==> config.mk <==
export PLATFORM = sky130hd
export DESIGN_NAME = cgosd_top
export DESIGN_NICKNAME = d
export VERILOG_FILES = /design/src/cgosd_top.v /design/src/cgosd_stop_det.v
export VERILOG_INCLUDE_DIRS = /design/src /design/src/src
export SDC_FILE = /design/constraint.sdc
export NUM_CORES = 1
export LEC_CHECK = 0
export ABC_AREA = 1
export BUFFER_PORTS_ARGS = -buffer_cell sky130_fd_sc_hd__buf_2
export CORE_MARGIN = 2
export CORE_UTILIZATION = 50
export CTS_CLUSTER_DIAMETER = 60
export CTS_CLUSTER_SIZE = 16
export DETAILED_ROUTE_END_ITERATION = 8
export PLACE_DENSITY = 0.75
export RECOVER_POWER = 25
export SETUP_SLACK_MARGIN = 0.4
export SYNTH_ARGS = -nofsm -noshare
export SYNTH_HDL_FRONTEND = slang
export SYNTH_HIERARCHICAL = 1
export SYNTH_SLANG_ARGS = --single-unit
export TNS_END_PERCENT = 5
==> constraint.sdc <==
create_clock -name clk_sys -period 4.32 [get_ports clk_sys]
set_clock_uncertainty 0.15 [all_clocks]
set_input_delay 0 -clock clk_sys [delete_from_list [all_inputs] [get_ports clk_sys]]
set_output_delay 0 -clock clk_sys [all_outputs]
set_load 0.01 [all_outputs]
==> src/cgosd_regs.vh <==
`ifndef CGOSD_REGS_VH
`define CGOSD_REGS_VH

// ----------------------------------------
// Register offsets (byte addresses)
// ----------------------------------------
`define CGOSD_ADDR_W          8
`define CGOSD_OFS_CLK_CTRL0   8'h00
`define CGOSD_OFS_CLK_CTRL1   8'h04
`define CGOSD_OFS_OSD_CTRL    8'h08
`define CGOSD_OFS_PLL_CTRL    8'h0c
`define CGOSD_OFS_LP_CTRL     8'h10
`define CGOSD_OFS_RING_CTRL   8'h14
`define CGOSD_OFS_PCLK_SEL    8'h18
`define CGOSD_OFS_PMODE0      8'h1c
`define CGOSD_OFS_PMODE1      8'h20
`define CGOSD_OFS_PWR_CTRL2   8'h24
`define CGOSD_OFS_TB2_SPEC    8'h28
`define CGOSD_OFS_INV_CTRL0   8'h2c
`define CGOSD_OFS_INV_CTRL1   8'h30
`define CGOSD_OFS_P9_DIR      8'h34
`define CGOSD_OFS_PIN_ASSIGN  8'h38
`define CGOSD_OFS_SER4_CTRL   8'h3c
`define CGOSD_OFS_NF_DIR      8'h40
`define CGOSD_OFS_VDET_CTRL2  8'h44
`define CGOSD_OFS_VDET_INT    8'h48
`define CGOSD_OFS_WPROT       8'h4c

// ----------------------------------------
// Field positions
// ----------------------------------------
`define CGOSD_BIT_PCLK_WAIT_OFF 2
`define CGOSD_BIT_MAIN_OSC_STOP 5
`define CGOSD_BIT_SYSCLK_SUB    7
`define CGOSD_BIT_STOP_REQ      0
`define CGOSD_BIT_PLL_SEL       1
`define CGOSD_BIT_OSD_EN        0
`define CGOSD_BIT_RING_SEL      1
`define CGOSD_BIT_OSD_FLAG      2
`define CGOSD_BIT_OSC_STATE     3
`define CGOSD_BIT_OSD_ACT       7
`define CGOSD_BIT_CLK_LOCK      1
`define CGOSD_BIT_CLK_UNLK      0
`define CGOSD_BIT_PWR_UNLK      1
`define CGOSD_BIT_PORT_UNLK     2
`define CGOSD_BIT_VDET_UNLK     3

// ----------------------------------------
// Reset values
// ----------------------------------------
`define CGOSD_RST_CLK_CTRL0   8'h08
`define CGOSD_RST_CLK_CTRL1   8'h20
`define CGOSD_RST_OSD_CTRL    8'h00
`define CGOSD_RST_PLL_CTRL    8'h00
`define CGOSD_RST_GENERIC     8'h00

// ----------------------------------------
// Timing
// ----------------------------------------
`define CGOSD_CLK_MHZ         50
`define CGOSD_OSC_TIMEOUT_NS  2000
`define CGOSD_OSC_TIMEOUT_CYC ((`CGOSD_OSC_TIMEOUT_NS * `CGOSD_CLK_MHZ) / 1000)

`endif

==> src/cgosd_top.v <==
`timescale 1ns/1ns
`include "cgosd_regs.vh"

module cgosd_top #(
    parameter OSC_TIMEOUT = `CGOSD_OSC_TIMEOUT_CYC
) (
    input  wire       clk_sys,        // System clock 50 MHz
    input  wire       sys_rst,        // Async reset, active high
    input  wire [7:0] reg_addr,       // Register byte address
    input  wire [7:0] reg_wdata,      // Write data
    input  wire       reg_wr,         // Write strobe
    input  wire       reg_rd,         // Read strobe
    output reg  [7:0] reg_rdata,      // Read data, cycle after strobe
    input  wire       main_osc_in,    // Main oscillator, async
    output reg        osd_irq,        // Detection interrupt pulse (watchdog vector)
    output reg        osd_rst_req,    // Oscillation-stop reset, held
    output reg        ring_osc_on,    // Ring oscillator run request
    output reg        cpu_on_ring,    // CPU clock from ring oscillator
    output reg        periph_on_ring  // Peripheral clocks from ring oscillator
);
    // ----------------------------------------
    // Registers
    // ----------------------------------------
    reg [7:0] clk_ctrl0_q;
    reg [7:0] clk_ctrl1_q;
    reg [7:0] osd_ctrl_q;
    reg [7:0] pll_ctrl_q;
    reg [7:0] lp_ctrl_q;
    reg [7:0] ring_ctrl_q;
    reg [7:0] pclk_sel_q;
    reg [7:0] pmode0_q;
    reg [7:0] pmode1_q;
    reg [7:0] pwr_ctrl2_q;
    reg [7:0] tb2_q;
    reg [7:0] inv0_q;
    reg [7:0] inv1_q;
    reg [7:0] p9_dir_q;
    reg [7:0] pin_asg_q;
    reg [7:0] ser4_q;
    reg [7:0] nf_dir_q;
    reg [7:0] vdet2_q;
    reg [7:0] vdet_int_q;
    reg [3:0] wprot_q;

    wire osc_running;
    wire stop_evt;
    wire restart_evt;

    wire clk_unlk  = wprot_q[`CGOSD_BIT_CLK_UNLK];
    wire pwr_unlk  = wprot_q[`CGOSD_BIT_PWR_UNLK];
    wire port_unlk = wprot_q[`CGOSD_BIT_PORT_UNLK];
    wire vdet_unlk = wprot_q[`CGOSD_BIT_VDET_UNLK];
    wire lock      = pwr_ctrl2_q[`CGOSD_BIT_CLK_LOCK];

    // Write hit helper
    function wr_hit;
        input [7:0] a;
        input [7:0] ofs;
        begin
            wr_hit = (a == ofs);
        end
    endfunction

    // Keep locked bits; mask has 1 where a bit keeps its old value
    function [7:0] merge;
        input [7:0] old;
        input [7:0] nw;
        input [7:0] keep;
        begin
            merge = (old & keep) | (nw & ~keep);
        end
    endfunction

    wire [7:0] ctrl0_keep = lock ? ((8'h01 << `CGOSD_BIT_PCLK_WAIT_OFF) | (8'h01 << `CGOSD_BIT_MAIN_OSC_STOP)
                                  | (8'h01 << `CGOSD_BIT_SYSCLK_SUB)) : 8'h00;
    wire [7:0] ctrl1_keep = lock ? ((8'h01 << `CGOSD_BIT_STOP_REQ) | (8'h01 << `CGOSD_BIT_PLL_SEL))
                                 : 8'h00;
    // Flag and state are hardware status; software may only clear the flag
    wire [7:0] osd_keep   = (8'h01 << `CGOSD_BIT_OSC_STATE) | (lock ? (8'h01 << `CGOSD_BIT_OSD_EN) : 8'h00);

    wire osd_en   = osd_ctrl_q[`CGOSD_BIT_OSD_EN];
    wire osd_act  = osd_ctrl_q[`CGOSD_BIT_OSD_ACT];
    wire osd_flag = osd_ctrl_q[`CGOSD_BIT_OSD_FLAG];
    wire on_sub   = clk_ctrl0_q[`CGOSD_BIT_SYSCLK_SUB];
    wire on_pll   = clk_ctrl1_q[`CGOSD_BIT_PLL_SEL];

    // ----------------------------------------
    // Oscillator watcher
    // ----------------------------------------
    cgosd_stop_det #(
        .TIMEOUT (OSC_TIMEOUT)
    ) u_det (
        .clk_sys     (clk_sys),
        .sys_rst     (sys_rst),
        .osc_in      (main_osc_in),
        .osc_running (osc_running),
        .stop_evt    (stop_evt),
        .restart_evt (restart_evt)
    );

    wire stop_act    = osd_en & stop_evt;
    wire restart_act = osd_en & restart_evt;
    wire int_mode    = osd_act;
    wire irq_fire    = int_mode & (stop_act | restart_act) & ~osd_flag;
    wire wr          = reg_wr;

    // ----------------------------------------
    // Register writes with protection
    // ----------------------------------------
    always @(posedge clk_sys or posedge sys_rst) begin
        if (sys_rst) begin
            clk_ctrl0_q <= `CGOSD_RST_CLK_CTRL0;
            clk_ctrl1_q <= `CGOSD_RST_CLK_CTRL1;
            osd_ctrl_q  <= `CGOSD_RST_OSD_CTRL;
            pll_ctrl_q  <= `CGOSD_RST_PLL_CTRL;
            lp_ctrl_q   <= `CGOSD_RST_GENERIC;
            ring_ctrl_q <= `CGOSD_RST_GENERIC;
            pclk_sel_q  <= `CGOSD_RST_GENERIC;
            pmode0_q    <= `CGOSD_RST_GENERIC;
            pmode1_q    <= `CGOSD_RST_GENERIC;
            pwr_ctrl2_q <= `CGOSD_RST_GENERIC;
            tb2_q       <= `CGOSD_RST_GENERIC;
            inv0_q      <= `CGOSD_RST_GENERIC;
            inv1_q      <= `CGOSD_RST_GENERIC;
            p9_dir_q    <= `CGOSD_RST_GENERIC;
            pin_asg_q   <= `CGOSD_RST_GENERIC;
            ser4_q      <= `CGOSD_RST_GENERIC;
            nf_dir_q    <= `CGOSD_RST_GENERIC;
            vdet2_q     <= `CGOSD_RST_GENERIC;
            vdet_int_q  <= `CGOSD_RST_GENERIC;
            wprot_q     <= 4'h0;
        end else begin
            if (wr && clk_unlk) begin
                if (wr_hit(reg_addr, `CGOSD_OFS_CLK_CTRL0))
                    clk_ctrl0_q <= merge(clk_ctrl0_q, reg_wdata, ctrl0_keep);
                if (wr_hit(reg_addr, `CGOSD_OFS_CLK_CTRL1))
                    clk_ctrl1_q <= merge(clk_ctrl1_q, reg_wdata, ctrl1_keep);
                if (wr_hit(reg_addr, `CGOSD_OFS_PLL_CTRL) && !lock)
                    pll_ctrl_q <= reg_wdata;
                if (wr_hit(reg_addr, `CGOSD_OFS_LP_CTRL))
                    lp_ctrl_q <= reg_wdata;
                if (wr_hit(reg_addr, `CGOSD_OFS_RING_CTRL))
                    ring_ctrl_q <= reg_wdata;
                if (wr_hit(reg_addr, `CGOSD_OFS_PCLK_SEL))
                    pclk_sel_q <= reg_wdata;
            end
            if (wr && pwr_unlk) begin
                if (wr_hit(reg_addr, `CGOSD_OFS_PMODE0))    pmode0_q    <= reg_wdata;
                if (wr_hit(reg_addr, `CGOSD_OFS_PMODE1))    pmode1_q    <= reg_wdata;
                if (wr_hit(reg_addr, `CGOSD_OFS_PWR_CTRL2)) pwr_ctrl2_q <= reg_wdata;
                if (wr_hit(reg_addr, `CGOSD_OFS_TB2_SPEC))  tb2_q       <= reg_wdata;
                if (wr_hit(reg_addr, `CGOSD_OFS_INV_CTRL0)) inv0_q      <= reg_wdata;
                if (wr_hit(reg_addr, `CGOSD_OFS_INV_CTRL1)) inv1_q      <= reg_wdata;
            end
            if (wr && port_unlk) begin
                if (wr_hit(reg_addr, `CGOSD_OFS_P9_DIR))     p9_dir_q  <= reg_wdata;
                if (wr_hit(reg_addr, `CGOSD_OFS_PIN_ASSIGN)) pin_asg_q <= reg_wdata;
                if (wr_hit(reg_addr, `CGOSD_OFS_SER4_CTRL))  ser4_q    <= reg_wdata;
                if (wr_hit(reg_addr, `CGOSD_OFS_NF_DIR))     nf_dir_q  <= reg_wdata;
            end
            if (wr && vdet_unlk) begin
                if (wr_hit(reg_addr, `CGOSD_OFS_VDET_CTRL2)) vdet2_q    <= reg_wdata;
                if (wr_hit(reg_addr, `CGOSD_OFS_VDET_INT))   vdet_int_q <= reg_wdata;
            end

            // Write-protect register; port unlock self-clears on any other write
            if (wr && wr_hit(reg_addr, `CGOSD_OFS_WPROT))
                wprot_q <= reg_wdata[3:0];
            else if (wr)
                wprot_q[`CGOSD_BIT_PORT_UNLK] <= 1'b0;

            // Status bits: software write first, hardware events override so none is lost
            if (wr && clk_unlk && wr_hit(reg_addr, `CGOSD_OFS_OSD_CTRL)) begin
                osd_ctrl_q <= merge(osd_ctrl_q, reg_wdata & ~(8'h01 << `CGOSD_BIT_OSD_FLAG), osd_keep)
                            | (osd_ctrl_q & reg_wdata & (8'h01 << `CGOSD_BIT_OSD_FLAG));
            end
            if (int_mode && stop_act) begin
                osd_ctrl_q[`CGOSD_BIT_OSD_FLAG]  <= 1'b1;
                osd_ctrl_q[`CGOSD_BIT_OSC_STATE] <= 1'b1;
                if (!on_pll && !on_sub)
                    osd_ctrl_q[`CGOSD_BIT_RING_SEL] <= 1'b1;
            end
            if (int_mode && restart_act) begin
                osd_ctrl_q[`CGOSD_BIT_OSD_FLAG]  <= 1'b1;
                osd_ctrl_q[`CGOSD_BIT_OSC_STATE] <= 1'b0;
            end
        end
    end

    // ----------------------------------------
    // Detection outputs
    // ----------------------------------------
    // Reset request is sticky: only hardware reset releases it
    always @(posedge clk_sys or posedge sys_rst) begin
        if (sys_rst) begin
            osd_irq        <= 1'b0;
            osd_rst_req    <= 1'b0;
            ring_osc_on    <= 1'b0;
            cpu_on_ring    <= 1'b0;
            periph_on_ring <= 1'b0;
        end else begin
            osd_irq <= irq_fire;
            if (stop_act && !int_mode)
                osd_rst_req <= 1'b1;
            if (int_mode && stop_act)
                ring_osc_on <= 1'b1;
            else if (wr && clk_unlk && wr_hit(reg_addr, `CGOSD_OFS_RING_CTRL))
                ring_osc_on <= reg_wdata[0];
            // CPU stays on sub clock in low-speed mode; peripherals still move
            cpu_on_ring    <= osd_ctrl_q[`CGOSD_BIT_RING_SEL] & ~on_sub;
            periph_on_ring <= osd_ctrl_q[`CGOSD_BIT_RING_SEL] | (ring_osc_on & osd_ctrl_q[`CGOSD_BIT_OSC_STATE]);
        end
    end

    // ----------------------------------------
    // Read mux, data one cycle after strobe
    // ----------------------------------------
    always @(posedge clk_sys or posedge sys_rst) begin
        if (sys_rst) begin
            reg_rdata <= 8'h00;
        end else if (reg_rd) begin
            case (reg_addr)
                `CGOSD_OFS_CLK_CTRL0:  reg_rdata <= clk_ctrl0_q;
                `CGOSD_OFS_CLK_CTRL1:  reg_rdata <= clk_ctrl1_q;
                `CGOSD_OFS_OSD_CTRL:   reg_rdata <= osd_ctrl_q;
                `CGOSD_OFS_PLL_CTRL:   reg_rdata <= pll_ctrl_q;
                `CGOSD_OFS_LP_CTRL:    reg_rdata <= lp_ctrl_q;
                `CGOSD_OFS_RING_CTRL:  reg_rdata <= ring_ctrl_q;
                `CGOSD_OFS_PCLK_SEL:   reg_rdata <= pclk_sel_q;
                `CGOSD_OFS_PMODE0:     reg_rdata <= pmode0_q;
                `CGOSD_OFS_PMODE1:     reg_rdata <= pmode1_q;
                `CGOSD_OFS_PWR_CTRL2:  reg_rdata <= pwr_ctrl2_q;
                `CGOSD_OFS_TB2_SPEC:   reg_rdata <= tb2_q;
                `CGOSD_OFS_INV_CTRL0:  reg_rdata <= inv0_q;
                `CGOSD_OFS_INV_CTRL1:  reg_rdata <= inv1_q;
                `CGOSD_OFS_P9_DIR:     reg_rdata <= p9_dir_q;
                `CGOSD_OFS_PIN_ASSIGN: reg_rdata <= pin_asg_q;
                `CGOSD_OFS_SER4_CTRL:  reg_rdata <= ser4_q;
                `CGOSD_OFS_NF_DIR:     reg_rdata <= nf_dir_q;
                `CGOSD_OFS_VDET_CTRL2: reg_rdata <= vdet2_q;
                `CGOSD_OFS_VDET_INT:   reg_rdata <= vdet_int_q;
                `CGOSD_OFS_WPROT:      reg_rdata <= {4'h0, wprot_q};
                default:               reg_rdata <= 8'h00;
            endcase
        end else begin
            reg_rdata <= 8'h00;
        end
    end
endmodule // cgosd_top

==> src/cgosd_stop_det.v <==
`timescale 1ns/1ns
`include "cgosd_regs.vh"

// ----------------------------------------
// Main oscillator watcher: sync, edge detect, quiet-cycle count, stop/restart events
// ----------------------------------------
module cgosd_stop_det #(
    parameter TIMEOUT = `CGOSD_OSC_TIMEOUT_CYC
) (
    input  wire clk_sys,       // System clock
    input  wire sys_rst,       // Async reset, active high
    input  wire osc_in,        // Main oscillator, asynchronous
    output reg  osc_running,   // Level: toggles seen recently
    output reg  stop_evt,      // Pulse: oscillation lost
    output reg  restart_evt    // Pulse: oscillation back
);
    reg        s1_q;
    reg        s2_q;
    reg        s3_q;
    reg [15:0] cnt_q;

    // Two-flop sync; only s2/s3 feed the edge detector
    always @(posedge clk_sys or posedge sys_rst) begin
        if (sys_rst) begin
            s1_q <= 1'b0;
            s2_q <= 1'b0;
            s3_q <= 1'b0;
        end else begin
            s1_q <= osc_in;
            s2_q <= s1_q;
            s3_q <= s2_q;
        end
    end

    // A 250 kHz clock toggles within one timeout; slower clocks look stopped
    always @(posedge clk_sys or posedge sys_rst) begin
        if (sys_rst) begin
            cnt_q       <= 16'h0000;
            osc_running <= 1'b1;
            stop_evt    <= 1'b0;
            restart_evt <= 1'b0;
        end else begin
            stop_evt    <= 1'b0;
            restart_evt <= 1'b0;
            if (s2_q != s3_q) begin
                cnt_q <= 16'h0000;
                if (!osc_running) begin
                    osc_running <= 1'b1;
                    restart_evt <= 1'b1;
                end
            end else if (cnt_q >= TIMEOUT[15:0]) begin
                if (osc_running) begin
                    osc_running <= 1'b0;
                    stop_evt    <= 1'b1;
                end
            end else begin
                cnt_q <= cnt_q + 16'h0001;
            end
        end
    end
endmodule // cgosd_stop_det

==> impl_metrics.env <==
export IMPL_outcome="finished, violations left"
export IMPL_violations="capacitance limit, slew limit"
export IMPL_synth_area_per_cell_sq_um=8.27
export IMPL_p_total_w=0.00347
export IMPL_yosysUniqueCellTypes=32
export IMPL_drv_slew=41
export IMPL_largest_register="u_det/cnt_q"
export IMPL_drt_pass1_iter_count=5
export IMPL_final_min_clock_period_ns=1.98
export IMPL_grt_pass1_vias=6770
export IMPL_fin_nets=1100
export IMPL_cts_resized=0
export IMPL_power_density_nw_per_um2=362
export IMPL_synth_fp_nets=1074
export IMPL_worst_setup_path_end_kind="asynchronous set/reset pin"
export IMPL_areaGrowthSynthToFinish_pct=10.2
export IMPL_worstMarginPinSlew_ns=1.89
export IMPL_required_ns=4.70
export IMPL_highest_layer="met4"
export IMPL_routabilityCongestion=0.850
export IMPL_drt_iter0_drc=675
export IMPL_setup_tns_ns=0
export IMPL_arrival_ns=2.35
export IMPL_hold_path_class="in -> reg"
export IMPL_max_stage_delay_ns=1.08
export IMPL_dieArea_sq_um=18500
export IMPL_reg2reg_from="u_det/s3_q"
export IMPL_dieHeight_microns=136
export IMPL_cts_sinks=191
export IMPL_utilization_pct=55.8
export IMPL_antenna_left=0
export IMPL_seq_area_frac_synth_pct=55.0
export IMPL_vias_per_cell=5.50
export IMPL_instances_no_fill=1315
export IMPL_rows=48
export IMPL_placedCellCount=1273
export IMPL_cp_start_kind="input pin"
export IMPL_wl_met2_microns=9960
export IMPL_met3_length_microns=1470
export IMPL_ir_worst_vdd_mv=0.303
export IMPL_drive_above_1_share_pct=8.99
export IMPL_worstSetupPathType="in -> async"
export IMPL_final_common_cell="nand2_1"
export IMPL_htreeDepth=4
export IMPL_fmax_ghz=0.506
export IMPL_synth_simple_area_share_pct=29.4
export IMPL_ys_warn_count=6
export IMPL_synth_xor_area_share_pct=0.389
export IMPL_ys_ff_latch=191
export IMPL_maxCapViolations=1
export IMPL_grt_pass1_wl_microns=35300
export IMPL_wl_met1_microns=9720
export IMPL_synth_top_family_by_area="simple AND/OR/NAND/NOR gates"
export IMPL_holdCritStartpoint="main_osc_in"
export IMPL_drc=0
export IMPL_synth_mux_area_share_pct=0
export IMPL_nFillCells=1569
export IMPL_setup_worst_path_start="sys_rst"
export IMPL_portBuffers=33
export IMPL_p_leak_nw=4.66
export IMPL_multi_input_area_sq_um=3450
export IMPL_tritoncts="built"
export IMPL_largest_reg_flops=16
export IMPL_setup_viol=0
export IMPL_antenna_found_initial=0
export IMPL_register_area_sq_um=4780
export IMPL_numCtsBuffers=17
export IMPL_grt_max_degree=58
export IMPL_num_vias=7233
export IMPL_most_common_layout_cells="332 x nand2_1, 188 x dfrtp_1, 142 x o21ai_0"
export IMPL_clkSlewWorstSetupHoldPaths_ns=0.07
export IMPL_crit_fanout=41
export IMPL_die_w_microns=136
export IMPL_clock_latency_ns=0.44
export IMPL_grt_ovfl_total=0
export IMPL_initial_utilization_pct=50.6
export IMPL_netlist_area_sq_um=8690
export IMPL_cts_buffer_depth=2
export IMPL_grtUsageTotal_pct=25.0
export IMPL_n_antenna_cell=0
export IMPL_path_cells="dlygate4sd3_1 > clkbuf_1 > clkinvlp_2 > buf_4"
export IMPL_postCtsSetupBuffers=0
export IMPL_cts_root_buf="clkbuf_16"
export IMPL_ios=34
export IMPL_post_dp_hpwl_microns=14300
export IMPL_finalHoldViolCount=0
export IMPL_synth_fa_ha_area_share_pct=0.288
export IMPL_wirelength_microns=21700
export IMPL_syn_inst=1051
export IMPL_slew_headroom_pct=-26.9
export IMPL_core_area_sq_um=17200
export IMPL_period_share_pct=45.8
export IMPL_rsz0062_at_grt="no"
export IMPL_synth_compound_area_share_pct=9.70
export IMPL_wire_per_inst_microns=16.5
export IMPL_timing_reg2reg_setup_slack_ns=2.55
export IMPL_slowest_stage="clkinvlp_2"
==> routing by layer <==
layer  up-vias  GRT usage [%]
li1       3451              -
met1      3450           35.5
met2       290           38.5
met3        42           4.81
met4         0           8.91
met5         -              0
==> critical path: cells and delay by family <==
| family | cells | cell delay, ns |
|---|---|---|
| buffers and inverters | 4 | 2.34 |
==> worst paths after layout <==
path | end | cells after the start
hold reg to reg | u_det/s2_q | 0
setup reg to reg | u_det/cnt_q[2] | 5
setup / recovery | clk_ctrl1_q[5] | 4
min in group asynchronous | u_det/restart_evt | 3
hold / removal | u_det/s1_q | 2
max in group clk_sys | u_det/cnt_q[2] | 5
==> report_power, final <==
part / switching, W / total, W / internal [W]
logic: 0.000122 / 0.000154 / 0.0000316
registers: 0.00000917 / 0.00181 / 0.00180
clock network: 0.000707 / 0.00151 / 0.000804
==> logic make-up after synthesis <==
group | Yosys count
buffers and inverters | 96
AND/OR/NAND/NOR | 594
XOR/XNOR | 3
adder cells (fa/ha/maj) | 2
flip-flops | 191
AO/OA/AOI/OAI | 165
==> timing repair <==
item                       4_1_cts  5_1_grt
hold endpoints to repair        78        0
setup endpoints to repair        0        0
hold buffers                    10        0
==> stage by stage <==
step	hold slack, ns	area, sq um	setup WS [ns]
floorplan	-0.162	8700	2.02
global placement	-0.0400	8950	2.41
detailed placement	-0.0402	8950	2.34
CTS	0.0462	9610	2.54
global route	0.0497	9580	1.94
finish	0.0628	9580	2.34
==> area by class of cell <==
class,count,share of cell area [%]
timing repair buffer,47,3.03
tap,225,2.94
clock inverter,14,1.40
inverter,56,2.21
sequential,191,49.9
clock buffer,18,4.48
multi-input combinational,764,36.0
==> cell usage after synthesis (all sizes together) <==
cell | instances | area, sq um
a31oi | 1 | 6.26
o311ai | 1 | 8.76
clkinv | 1 | 3.75
o211ai | 1 | 7.51
nor3b | 1 | 7.51
o21bai | 2 | 15.0
nand3 | 134 | 706
and3 | 1 | 6.26
dfrtp | 188 | 4700
o21ai | 156 | 781
nor3 | 1 | 10.0
a21oi | 2 | 10.0
nor2 | 116 | 516
dfstp | 3 | 78.8
a31o | 1 | 8.76
nand2 | 341 | 1320
o22ai | 1 | 6.26
buf | 26 | 186
clkbuf | 14 | 52.6
ha | 2 | 25.0
xor2 | 3 | 33.8
inv | 55 | 206
(Power assumes the default switching activity.)
